`src/inc/legacy_decode_defs.vh`:
```
// Register map, field positions and reset values of the legacy decode block.
// Assumes an AXI4-Lite slave with 32-bit data and 12-bit byte addresses.
`ifndef LEGACY_DECODE_DEFS_VH
`define LEGACY_DECODE_DEFS_VH

// Control register index; its byte address is four times the index.
`define CTRL_IDX 12'h03e
`define CTRL_ADDR 12'h0f8
`define CMD_ADDR 12'h000
`define IOBASE_ADDR 12'h004
`define IOLIMIT_ADDR 12'h008
`define STAT_ADDR 12'h00c
`define MASK_ADDR 12'h010

// Control register fields.
`define CTRL_PERR_RESP 16
`define CTRL_SERR_FWD 17
`define CTRL_ALIAS 18
`define CTRL_VGA 19
`define CTRL_WMASK 32'h000f0000
`define CTRL_RESET 32'h00000000

// Command register fields.
`define CMD_IO_EN 0
`define CMD_MEM_EN 1
`define CMD_SERR_EN 8
`define CMD_WMASK 32'h00000103
`define CMD_RESET 32'h00000000

// Window registers keep address bits 31:12.
`define WIN_WMASK 32'hfffff000
`define WIN_RESET 32'h00000000

// Status and mask bits.
`define STAT_W 5
`define ST_DATA_PERR 0
`define ST_ADDR_PERR 1
`define ST_SEC_SERR 2
`define ST_PRI_SERR 3
`define ST_PERR_RPT 4
`define MASK_RESET 5'h00

// Legacy ranges.
`define VGA_MEM_LO 32'h000a0000
`define VGA_MEM_HI 32'h000bffff
`define VGA_IO_LO1 10'h3b0
`define VGA_IO_HI1 10'h3bb
`define VGA_IO_LO2 10'h3c0
`define VGA_IO_HI2 10'h3df

`define RESP_OKAY 2'b00
`define RESP_SLVERR 2'b10

`endif

```
`src/hw/legacy_addr_match.v`:
```
// Address comparisons for one bus: I/O window, alias holes and VGA ranges.
// Purely combinational; the caller registers the results.
`include "legacy_decode_defs.vh"

module legacy_addr_match (
   input wire [31:0] addr_in,
   input wire [31:0] io_base_in,
   input wire [31:0] io_limit_in,
   output wire in_window_out,
   output wire low64k_alias_out,
   output wire vga_io_out,
   output wire vga_mem_out
);
   wire low64k;
   wire [9:0] lo10;

   assign low64k = (addr_in[31:16] == 16'h0000);
   assign lo10 = addr_in[9:0];
   // Window is 4 KB granular: base low bits are zero, limit low bits ones.
   assign in_window_out = (addr_in[31:12] >= io_base_in[31:12]) &&
                          (addr_in[31:12] <= io_limit_in[31:12]);
   // Upper 768 bytes of every 1 KB block below 64 KB.
   assign low64k_alias_out = low64k && (addr_in[9:8] != 2'b00);
   assign vga_io_out = low64k &&
      (((lo10 >= `VGA_IO_LO1) && (lo10 <= `VGA_IO_HI1)) ||
       ((lo10 >= `VGA_IO_LO2) && (lo10 <= `VGA_IO_HI2)));
   assign vga_mem_out = (addr_in >= `VGA_MEM_LO) && (addr_in <= `VGA_MEM_HI);
endmodule // legacy_addr_match

```
`src/hw/legacy_decode_ctrl.v`:
```
// Error forwarding and legacy address decode control of a bus bridge,
// with its configuration registers behind an AXI4-Lite slave.
// Assumes all inputs are synchronous to CLK_IN and error inputs are
// single-cycle detection strobes from the secondary bus interface.
//
// Local design decision: the AXI4-Lite register port.
`include "legacy_decode_defs.vh"

module legacy_decode_ctrl (
   input wire CLK_IN,
   input wire RESETN_IN,
   // AXI4-Lite slave.
   input wire [11:0] AWADDR_IN,
   input wire AWVALID_IN,
   output wire AWREADY_OUT,
   input wire [31:0] WDATA_IN,
   input wire [3:0] WSTRB_IN,
   input wire WVALID_IN,
   output wire WREADY_OUT,
   output wire [1:0] BRESP_OUT,
   output wire BVALID_OUT,
   input wire BREADY_IN,
   input wire [11:0] ARADDR_IN,
   input wire ARVALID_IN,
   output wire ARREADY_OUT,
   output wire [31:0] RDATA_OUT,
   output wire [1:0] RRESP_OUT,
   output wire RVALID_OUT,
   input wire RREADY_IN,
   // Secondary error detection.
   input wire S_DATA_PERR_DET_IN,
   input wire S_BRIDGE_MASTER_IN,
   input wire S_ADDR_PERR_DET_IN,
   input wire S_SERR_N_IN,
   // Error pins, open drain.
   output wire S_PERR_N_OUT,
   output wire S_PERR_OE_OUT,
   output wire P_SERR_N_OUT,
   output wire P_SERR_OE_OUT,
   // Primary transaction decode.
   input wire P_REQ_VALID_IN,
   input wire P_REQ_IS_IO_IN,
   input wire [31:0] P_REQ_ADDR_IN,
   output wire P_CLAIM_OUT,
   // Secondary transaction decode.
   input wire S_REQ_VALID_IN,
   input wire S_REQ_IS_IO_IN,
   input wire [31:0] S_REQ_ADDR_IN,
   output wire S_CLAIM_OUT,
   output wire IRQ_OUT
);
   reg [31:0] ctrl_q;
   reg [31:0] cmd_q;
   reg [31:0] io_base_q;
   reg [31:0] io_limit_q;
   reg [`STAT_W-1:0] mask_q;
   wire [`STAT_W-1:0] stat_q;
   reg [`STAT_W-1:0] stat_set;

   reg awready_q;
   reg wready_q;
   reg aw_have_q;
   reg w_have_q;
   reg [11:0] awaddr_q;
   reg [31:0] wdata_q;
   reg [3:0] wstrb_q;
   reg bvalid_q;
   reg [1:0] bresp_q;
   reg arready_q;
   reg rvalid_q;
   reg [31:0] rdata_q;
   reg [1:0] rresp_q;

   reg s_perr_q;
   reg s_perr_n_q;
   reg p_serr_q;
   reg p_serr_n_q;
   reg p_claim_q;
   reg s_claim_q;
   reg irq_q;

   wire perr_resp;
   wire serr_fwd;
   wire alias_mode;
   wire vga_mode;
   wire io_en;
   wire mem_en;
   wire serr_en;
   wire vga_ok;
   wire wr_go;
   wire rd_go;
   wire stat_rd;
   wire p_in_win;
   wire p_alias;
   wire p_vga_io;
   wire p_vga_mem;
   wire s_in_win;
   wire s_alias;
   wire s_vga_io;
   wire s_vga_mem;
   wire p_io_hit;
   wire s_io_hit;
   wire addr_perr_report;
   wire sec_serr_report;
   reg [31:0] rd_mux;
   reg rd_hit;
   reg wr_hit;

   assign perr_resp = ctrl_q[`CTRL_PERR_RESP];
   assign serr_fwd = ctrl_q[`CTRL_SERR_FWD];
   assign alias_mode = ctrl_q[`CTRL_ALIAS];
   assign vga_mode = ctrl_q[`CTRL_VGA];
   assign io_en = cmd_q[`CMD_IO_EN];
   assign mem_en = cmd_q[`CMD_MEM_EN];
   assign serr_en = cmd_q[`CMD_SERR_EN];

   // Merges write data into a register under byte strobes and a field mask.
   function [31:0] merge;
      input [31:0] old;
      input [31:0] data;
      input [3:0] strb;
      input [31:0] wmask;
      integer i;
      begin
         merge = old;
         for (i = 0; i < 4; i = i + 1)
         begin
            if (strb[i])
               merge[i*8 +: 8] = data[i*8 +: 8];
         end
         merge = merge & wmask;
      end
   endfunction

   // Write channel: address and data are taken in either order.
   assign wr_go = aw_have_q && w_have_q && !bvalid_q;

   always @*
   begin
      case (awaddr_q)
         `CTRL_ADDR: wr_hit = 1'b1;
         `CMD_ADDR: wr_hit = 1'b1;
         `IOBASE_ADDR: wr_hit = 1'b1;
         `IOLIMIT_ADDR: wr_hit = 1'b1;
         `STAT_ADDR: wr_hit = 1'b1;
         `MASK_ADDR: wr_hit = 1'b1;
         default: wr_hit = 1'b0;
      endcase
   end

   always @(posedge CLK_IN)
   begin
      if (!RESETN_IN)
      begin
         awready_q <= 1'b0;
         wready_q <= 1'b0;
         aw_have_q <= 1'b0;
         w_have_q <= 1'b0;
         awaddr_q <= 12'h000;
         wdata_q <= 32'h00000000;
         wstrb_q <= 4'h0;
         bvalid_q <= 1'b0;
         bresp_q <= `RESP_OKAY;
      end
      else
      begin
         if (awready_q && AWVALID_IN)
         begin
            awaddr_q <= AWADDR_IN;
            aw_have_q <= 1'b1;
            awready_q <= 1'b0;
         end
         else if (!aw_have_q)
            awready_q <= 1'b1;
         if (wready_q && WVALID_IN)
         begin
            wdata_q <= WDATA_IN;
            wstrb_q <= WSTRB_IN;
            w_have_q <= 1'b1;
            wready_q <= 1'b0;
         end
         else if (!w_have_q)
            wready_q <= 1'b1;
         if (wr_go)
         begin
            aw_have_q <= 1'b0;
            w_have_q <= 1'b0;
            bvalid_q <= 1'b1;
            bresp_q <= wr_hit ? `RESP_OKAY : `RESP_SLVERR;
         end
         else if (bvalid_q && BREADY_IN)
            bvalid_q <= 1'b0;
      end
   end

   // Registers hold their reset values until software writes them.
   always @(posedge CLK_IN)
   begin
      if (!RESETN_IN)
      begin
         ctrl_q <= `CTRL_RESET;
         cmd_q <= `CMD_RESET;
         io_base_q <= `WIN_RESET;
         io_limit_q <= `WIN_RESET;
         mask_q <= `MASK_RESET;
      end
      else if (wr_go)
      begin
         case (awaddr_q)
            `CTRL_ADDR:
               ctrl_q <= merge(ctrl_q, wdata_q, wstrb_q, `CTRL_WMASK);
            `CMD_ADDR:
               cmd_q <= merge(cmd_q, wdata_q, wstrb_q, `CMD_WMASK);
            `IOBASE_ADDR:
               io_base_q <= merge(io_base_q, wdata_q, wstrb_q, `WIN_WMASK);
            `IOLIMIT_ADDR:
               io_limit_q <= merge(io_limit_q, wdata_q, wstrb_q, `WIN_WMASK);
            `MASK_ADDR:
               if (wstrb_q[0])
                  mask_q <= wdata_q[`STAT_W-1:0];
            default:
               mask_q <= mask_q;
         endcase
      end
   end

   // Read channel; one read in flight, answered the cycle after acceptance.
   assign rd_go = arready_q && ARVALID_IN;
   assign stat_rd = rd_go && (ARADDR_IN == `STAT_ADDR);

   always @*
   begin
      rd_hit = 1'b1;
      case (ARADDR_IN)
         `CTRL_ADDR: rd_mux = ctrl_q;
         `CMD_ADDR: rd_mux = cmd_q;
         `IOBASE_ADDR: rd_mux = io_base_q;
         `IOLIMIT_ADDR: rd_mux = io_limit_q;
         `STAT_ADDR: rd_mux = {{(32-`STAT_W){1'b0}}, stat_q};
         `MASK_ADDR: rd_mux = {{(32-`STAT_W){1'b0}}, mask_q};
         default:
         begin
            rd_mux = 32'h00000000;
            rd_hit = 1'b0;
         end
      endcase
   end

   always @(posedge CLK_IN)
   begin
      if (!RESETN_IN)
      begin
         arready_q <= 1'b0;
         rvalid_q <= 1'b0;
         rdata_q <= 32'h00000000;
         rresp_q <= `RESP_OKAY;
      end
      else if (rd_go)
      begin
         arready_q <= 1'b0;
         rvalid_q <= 1'b1;
         rdata_q <= rd_mux;
         rresp_q <= rd_hit ? `RESP_OKAY : `RESP_SLVERR;
      end
      else if (rvalid_q && RREADY_IN)
      begin
         rvalid_q <= 1'b0;
         arready_q <= 1'b1;
      end
      else if (!rvalid_q)
         arready_q <= 1'b1;
   end

   // Error reporting toward both buses.
   // Address parity reaches the primary pin only with response on.
   assign addr_perr_report = S_ADDR_PERR_DET_IN && perr_resp && serr_en;
   // Secondary error forwarding needs both enables.
   assign sec_serr_report = !S_SERR_N_IN && serr_fwd && serr_en;

   always @*
   begin
      stat_set = {`STAT_W{1'b0}};
      stat_set[`ST_DATA_PERR] = S_DATA_PERR_DET_IN;
      stat_set[`ST_ADDR_PERR] = S_ADDR_PERR_DET_IN;
      stat_set[`ST_SEC_SERR] = !S_SERR_N_IN;
      stat_set[`ST_PRI_SERR] = addr_perr_report || sec_serr_report;
      // Reported flag only with response on, as bus master.
      stat_set[`ST_PERR_RPT] = S_DATA_PERR_DET_IN && perr_resp &&
                               S_BRIDGE_MASTER_IN;
   end

   sticky_flags #(
      .W(`STAT_W)
   ) u_status (
      .clk_in(CLK_IN),
      .resetn_in(RESETN_IN),
      .set_in(stat_set),
      .clear_in(stat_rd),
      .flags_q(stat_q)
   );

   always @(posedge CLK_IN)
   begin
      if (!RESETN_IN)
      begin
         s_perr_q <= 1'b0;
         s_perr_n_q <= 1'b1;
         p_serr_q <= 1'b0;
         p_serr_n_q <= 1'b1;
         irq_q <= 1'b0;
      end
      else
      begin
         // Parity pin driven only with response on.
         s_perr_q <= S_DATA_PERR_DET_IN && perr_resp;
         s_perr_n_q <= !(S_DATA_PERR_DET_IN && perr_resp);
         p_serr_q <= addr_perr_report || sec_serr_report;
         p_serr_n_q <= !(addr_perr_report || sec_serr_report);
         irq_q <= |(stat_q & mask_q);
      end
   end

   // Address decode on both buses.
   legacy_addr_match u_pri_match (
      .addr_in(P_REQ_ADDR_IN),
      .io_base_in(io_base_q),
      .io_limit_in(io_limit_q),
      .in_window_out(p_in_win),
      .low64k_alias_out(p_alias),
      .vga_io_out(p_vga_io),
      .vga_mem_out(p_vga_mem)
   );

   legacy_addr_match u_sec_match (
      .addr_in(S_REQ_ADDR_IN),
      .io_base_in(io_base_q),
      .io_limit_in(io_limit_q),
      .in_window_out(s_in_win),
      .low64k_alias_out(s_alias),
      .vga_io_out(s_vga_io),
      .vga_mem_out(s_vga_mem)
   );

   // VGA forwarding needs both space enables.
   assign vga_ok = vga_mode && io_en && mem_en;
   // Window claim with alias holes removed.
   assign p_io_hit = io_en && p_in_win && !(alias_mode && p_alias);
   // Upstream I/O: outside window or aliased, never VGA I/O while VGA mode is on.
   assign s_io_hit = (!s_in_win || (alias_mode && s_alias)) &&
                     !(vga_mode && s_vga_io);

   always @(posedge CLK_IN)
   begin
      if (!RESETN_IN)
      begin
         p_claim_q <= 1'b0;
         s_claim_q <= 1'b0;
      end
      else
      begin
         // VGA ranges claimed regardless of window and alias mode, only with VGA mode and both space enables on.
         if (P_REQ_IS_IO_IN)
            p_claim_q <= P_REQ_VALID_IN && (p_io_hit || (vga_ok && p_vga_io));
         else
            p_claim_q <= P_REQ_VALID_IN && vga_ok && p_vga_mem;
         // Secondary memory in the VGA range is never claimed here.
         s_claim_q <= S_REQ_VALID_IN && S_REQ_IS_IO_IN && s_io_hit &&
                      !(vga_mode && s_vga_mem);
      end
   end

   assign AWREADY_OUT = awready_q;
   assign WREADY_OUT = wready_q;
   assign BVALID_OUT = bvalid_q;
   assign BRESP_OUT = bresp_q;
   assign ARREADY_OUT = arready_q;
   assign RVALID_OUT = rvalid_q;
   assign RDATA_OUT = rdata_q;
   assign RRESP_OUT = rresp_q;
   assign S_PERR_N_OUT = s_perr_n_q;
   assign S_PERR_OE_OUT = s_perr_q;
   assign P_SERR_N_OUT = p_serr_n_q;
   assign P_SERR_OE_OUT = p_serr_q;
   assign P_CLAIM_OUT = p_claim_q;
   assign S_CLAIM_OUT = s_claim_q;
   assign IRQ_OUT = irq_q;
endmodule // legacy_decode_ctrl

```
`src/hw/sticky_flags.v`:
```
// Sticky event flags, cleared as a whole by a read strobe.
// A set arriving with the clear survives it.
module sticky_flags #(
   parameter W = 5
) (
   input wire clk_in,
   input wire resetn_in,
   input wire [W-1:0] set_in,
   input wire clear_in,
   output reg [W-1:0] flags_q
);
   always @(posedge clk_in)
   begin
      if (!resetn_in)
         flags_q <= {W{1'b0}};
      else if (clear_in)
         flags_q <= set_in;
      else
         flags_q <= flags_q | set_in;
   end
endmodule // sticky_flags

```
`config.mk`:
```
export PLATFORM = sky130hd
export DESIGN_NAME = legacy_decode_ctrl
export DESIGN_NICKNAME = d
export VERILOG_FILES = /design/src/hw/legacy_addr_match.v /design/src/hw/legacy_decode_ctrl.v /design/src/hw/sticky_flags.v
export VERILOG_INCLUDE_DIRS = /design/src /design/src/inc
export SDC_FILE = /design/constraint.sdc
export NUM_CORES = 1
export LEC_CHECK = 0
export BUFFER_PORTS_ARGS = -buffer_cell sky130_fd_sc_hd__buf_2
export CORE_ASPECT_RATIO = 0.5
export CORE_MARGIN = 10
export CORE_UTILIZATION = 54
export CTS_CLUSTER_SIZE = 8
export DETAILED_ROUTE_END_ITERATION = 16
export PLACE_DENSITY = 0.81
export SLEW_MARGIN = 20
export SYNTH_ARGS = -nofsm -noshare
export SYNTH_HDL_FRONTEND = slang
export SYNTH_HIERARCHICAL = 1
export SYNTH_SLANG_ARGS = --single-unit
export TNS_END_PERCENT = 50
```
`constraint.sdc`:
```
create_clock -name CLK_IN -period 2.43 [get_ports CLK_IN]
set_input_delay 0.3645 -clock CLK_IN [delete_from_list [all_inputs] [get_ports CLK_IN]]
set_output_delay 0.3645 -clock CLK_IN [all_outputs]
set_load 0.01 [all_outputs]
```
**Yosys cells after proc, flatten, opt, wreduce, memory -nomap -nowiden**

Index checks and enable logic that the tools add are counted.

- Bits in registers: 155
- Bits in read-only memories: 0
- Memories kept: 0
- Bits in writable memories: 0
- Bits in latches: 0

- $mul: 0
- Equal/unequal tests: 11
- $lt $le $gt $ge: 16
- Add/sub/neg operators: 0
- Bitwise gates (word level): 3
- Multiplexer cells: 13
- Shift operators: 0
- Reductions and logical operators: 80
- Divide/modulo/power cells: 0

Operators with widths:

| kind | count |
|---|---|
| $pmux W32 S6 | 1 |
| $ge A32 B20 Y1 const B | 2 |
| $le A32 B20 Y1 const B | 2 |
| $eq A12 B4 Y1 const B | 4 |
| $logic_and A1 B1 Y1 | 42 |
| $ge A10 B10 Y1 const B | 4 |
| $ge A20 B20 Y1 | 2 |
| $le A10 B10 Y1 const B | 4 |
| $le A20 B20 Y1 | 2 |
| $logic_not A16 Y1 | 2 |
| $reduce_and A3 Y1 | 10 |
| $eq A12 B3 Y1 const B | 2 |
| $eq A12 B5 Y1 const B | 2 |
| $eq A12 B8 Y1 const B | 2 |
| $logic_not A12 Y1 | 2 |
| $reduce_or A6 Y1 | 2 |
| $mux W1 | 9 |
| $logic_not A1 Y1 | 8 |
| $reduce_bool A2 Y1 | 4 |
| $reduce_or A2 Y1 | 4 |
| $and A5 B5 Y5 | 1 |
| $logic_or A1 B1 Y1 | 5 |
| $mux W5 | 1 |
| $or A5 B5 Y5 | 1 |
| other kinds (4) | 5 |

**Longest topological paths before layout**

- Depth in word-level cells: 9
- Gate-level depth with buffers: 11

**Modules after synthesis**

The synthesis kept the hierarchy.

Modules (own cells, without submodules):

| module | area an instance (µm²) | times used | cells an instance |
|---|---|---|---|
| legacy_decode_ctrl | 5,456.5 | 1 | 633 |
| legacy_addr_match | 1,073.5 | 2 | 156 |
| sticky_flags | 168.9 | 1 | 15 |

**Least setup slack after synthesis**

No wires, ideal clock.

- Path type: flip-flop to flip-flop
- Start: reg io_base_q[22]
- End: reg p_claim_q, in the netlist P_CLAIM_OUT
- Arrival: 1,975 ps
- Stages on the path, launching flop included: 12
- Path slack: 375 ps
- Setup time: 80 ps
- Cell sequence: dfxtp_1 inv_1 ha_1 nand4_1 or4_1 o22ai_1 o31ai_1 a32oi_1 nand2_1 a21oi_1 a31oi_1 nor3b_1

- Cells in the longest elaborated chain, start to end: 7

RTL lines:

| item | RTL line | text |
|---|---|---|
| start: declaration | legacy_decode_ctrl.v:54 | `reg [31:0] io_base_q;` |
| start signal: assignment | legacy_decode_ctrl.v:203 | `` io_base_q <= `WIN_RESET; `` |
| start signal: assignment | legacy_decode_ctrl.v:215 | `` io_base_q <= merge(io_base_q, wdata_q, wstrb_q, `WIN_WMASK); `` |
| $ge A20 B20 Y1 | legacy_addr_match.v:20 | `assign in_window_out = (addr_in[31:12] >= io_base_in[31:12]) &&` |
| $logic_and A1 B1 Y1 | legacy_addr_match.v:20 |  |
| via p_in_win | legacy_decode_ctrl.v:93 | `wire p_in_win;` |
| $logic_and A1 B1 Y1 (2 in series) | legacy_decode_ctrl.v:347 | `assign p_io_hit = io_en && p_in_win && !(alias_mode && p_alias);` |
| $logic_or A1 B1 Y1 | legacy_decode_ctrl.v:363 | `p_claim_q <= P_REQ_VALID_IN && (p_io_hit \|\| (vga_ok && p_vga_io));` |
| $logic_and A1 B1 Y1 | legacy_decode_ctrl.v:363 |  |
| $mux W1 | legacy_decode_ctrl.v:362 | `if (P_REQ_IS_IO_IN)` |
| end signal: assignment | legacy_decode_ctrl.v:363 |  |
| end signal: assignment | legacy_decode_ctrl.v:365 | `p_claim_q <= P_REQ_VALID_IN && vga_ok && p_vga_mem;` |
| end: declaration | legacy_decode_ctrl.v:78 | `reg p_claim_q;` |

The timed path passes the listed nets, and every way through them passes these cells.
A chain may end at the register's enable or synchronous reset.

**Worst setup path after layout**

- Start: reg io_base_q[16]
- End: reg p_claim_q, in the netlist P_CLAIM_OUT

The elaborated chain is that of the path after synthesis.

==> metrics.yaml <==
status: "finished, final reports clean"
grt_max_degree: 47
crit_cells: 12
rsz0062_at_grt: "true"
synth_top_family_by_area: "simple AND/OR/NAND/NOR gates"
synth_xor_area_share_pct: 0
die_h_um: 105
yosysMostFrequentCell: "nand2_1"
synth_compound_gate_area_share_pct: 18.2
drc: 0
setup_viol: 0
fin_crit_ps: 2390
die_area_mm2: 0.0199
antenna_left: 0
crit_path_top_delay_cell: "or4_4"
cpPeakStageDelay_ps: 550
clk_pin_slew_worst_paths_ps: 60
power_switching_uw: 1430
finalNetCount: 1388
yosysWarnings: 6
synthTopCellsByCount: "175 x nand2_1, 141 x dfxtp_1, 99 x a21oi_1"
drive_gt1_share_pct: 24.9
setup_ws_ps: 37.0
synth_seq_area_share_pct: 36.3
drt_pass1_iterations: 6
synth-edff-count: 0
drtIter0Drc: 990
crit_path_start_kind: "register"
yosysTopAreaCellShare_pct: 36.3
synth_area_leaders: "dfxtp_1 36%, ha_1 13%, nand2_1 8.5%"
hpwl_um: 20800
fin_skew_ps: 9.52
fin_crit_sh_pct: 98.5
avgViaCountPerCell: 5.84
combPwrFrac_pct: 10.4
peakVddDrop_uv: 649
synthArstFlopShare_pct: 0
netlist_area_mm2: 0.00777
cts_tree: "yes"
synth_flop_cell: "dfxtp_1"
synth_seq_cells: 141
p_leak_uw: 0.00422
crit_path_end_kind: "register"
numCtsBuffers: 17
cts.sinks: 141
cap_violations: 0
max_freq_mhz: 418
instances_no_fill: 1375
power-per-cell-area_mw_per_mm2: 591
gp_congestion: 0.995
n_fill_cell: 1106
grt_pass1_vias: 7859
core_area_mm2: 0.0138
switching_share_pct: 24.4
initial_core_util_pct: 56.3
reg2reg_from: "io_base_q[16]"
yosys.area_share.simple_pct: 21.7
syn_to_final_growth_pct: 27.7
overflow: 0
seqPwrFrac_pct: 41.1
dp.cells: 1338
timing.final.max_slew_violations: 0
p_int_uw: 4430
clkPwrFrac_pct: 48.6
whs_ps: 178
cp_cell_sequence: "inv_2 -> ha_4 -> nand4_1 -> or4_4 -> o22ai_2 -> o31ai_1 -> a32oi_1 -> nand2_1 -> a21oi_2 -> a31oi_1 -> buf_4 -> nor3b_2"
worst_skew_pair.late_latency_ps: 420
crit_family: "simple AND/OR/NAND/NOR gates"
die_x_um: 190
wl_per_cell_um: 19.7
critical_path_arrival_ps: 2740
dp_worst_setup_slack_ps: -137
critPathLaunch: "io_base_q[16]"
portBuffers: 164
critical_path_class: "register to register"
cts_root_buf: "clkbuf_16"
critPathMaxFanout: 2
synth_area_per_cell_um2: 8.10
io_pins: 187
totalWireLength_um: 27100
min_from: "S_ADDR_PERR_DET_IN"
slew_headroom_pct: 56.2
yosysUniqueCellTypes: 50
whs_path_depth: 2
hold_viol: 0
worst_slew_pin_slew_ps: 657
rows: 30
required_ps: 2780
grt_pass1_wl_um: 41400
synth_fa_ha_area_share_pct: 12.9
yosysTopAreaCell: "dfxtp_1"
vias: 8025
rr_worst_depth: 12
hold_class: "input pin to register"
grt_use_total_pct: 25.7
clock_path_buffers: 2
muxShareOfSynthArea_pct: 3.75
cp_num_buf_inv: 2
antenna_found_initial: 1
syn_inst: 960
htreeDepth: 4
final timing paths:
check | to | slack (ps)
max | P_CLAIM_OUT | 40
min | u_status/flags_q[1] | 180
max reg2reg | P_CLAIM_OUT | 40
min reg2reg | RDATA_OUT[4] | 450
kinds of logic (layout without fill, tap and decap cells):
family,count (synthesis),count (layout)
other,1,9
AO/OA/AOI/OAI,229,229
flip-flops,141,141
buffers and inverters,138,353
multiplexers,29,29
adder cells (fa/ha/maj),80,80
AND/OR/NAND/NOR,342,342
area by class of cell:
cell class | count | area, µm² | area share, %
Clock inverter | 14 | 216 | 2.18
Inverter | 90 | 338 | 3.40
Timing Repair Buffer | 231 | 1320 | 13.3
Clock buffer | 18 | 429 | 4.32
Multi-Input combinational cell | 688 | 4540 | 45.8
Antenna cell | 1 | 2.50 | 0.0252
Tap cell | 192 | 240 | 2.42
Sequential cell | 141 | 2830 | 28.5
metrics by stage:
step | utilization (%) | total power (µW) | TNS, ps | instance area [µm²]
after global placement | 66.0 | 2990 | -89.5 | 9120
after CTS | 71.0 | 5830 | 0 | 9800
after floorplan | - | 2770 | 0 | 7800
after detailed placement | 66.0 | 3020 | -137 | 9120
after global routing | 71.8 | 6050 | -65.6 | 9920
final | 71.8 | 5870 | 0 | 9920
power groups by stage:
stage                     clock network (µW)  registers (µW)  logic (µW)
after floorplan                            0            2440         329
after CTS                               2850            2410         579
final                                   2850            2410         608
after global routing                    2970            2410         669
after detailed placement                   0            2460         568
after global placement                     0            2450         541
per-layer routing:
| metal | GRT usage (%) | vias to the layer above | wire length (µm) |
|---|---|---|---|
| li1 | - | 3795 | - |
| met1 | 33.2 | 3709 | 11400 |
| met2 | 39.5 | 456 | 11700 |
| met3 | 8.49 | 65 | 3190 |
| met4 | 8.67 | 0 | 750 |
| met5 | 0 | - | 0 |
state kept, by name (all words and copies together), names as in the netlist, 3 cells and up:
name              count
RDATA_OUT            26
awaddr_q             12
cmd_q                 3
ctrl_q                4
io_base_q            20
io_limit_q           20
mask_q                5
u_status/flags_q      5
wdata_q              26
wstrb_q               4
timing repair:
action,in CTS,in global routing
setup endpoints to repair,1,1
gates resized for setup,5,20
hold buffers,0,0
pin swaps,4,11
buffers inserted,2,2
cells in the final DEF, fill, tap and decap left out, types with 10 or more instances in the layout:
cell,instances
and4_1,13
o21ai_0,47
ha_1,74
nand3_1,12
buf_2,164
nand2_1,175
a21o_1,10
nor3_1,12
a21oi_1,97
clkbuf_16,17
nor2b_1,15
inv_1,86
a22oi_1,11
dfxtp_1,133
nor2_1,31
mux2i_1,28
a22o_1,33
buf_4,67
nand4_1,43
No activity file was read; power rests on OpenSTA's default activity.
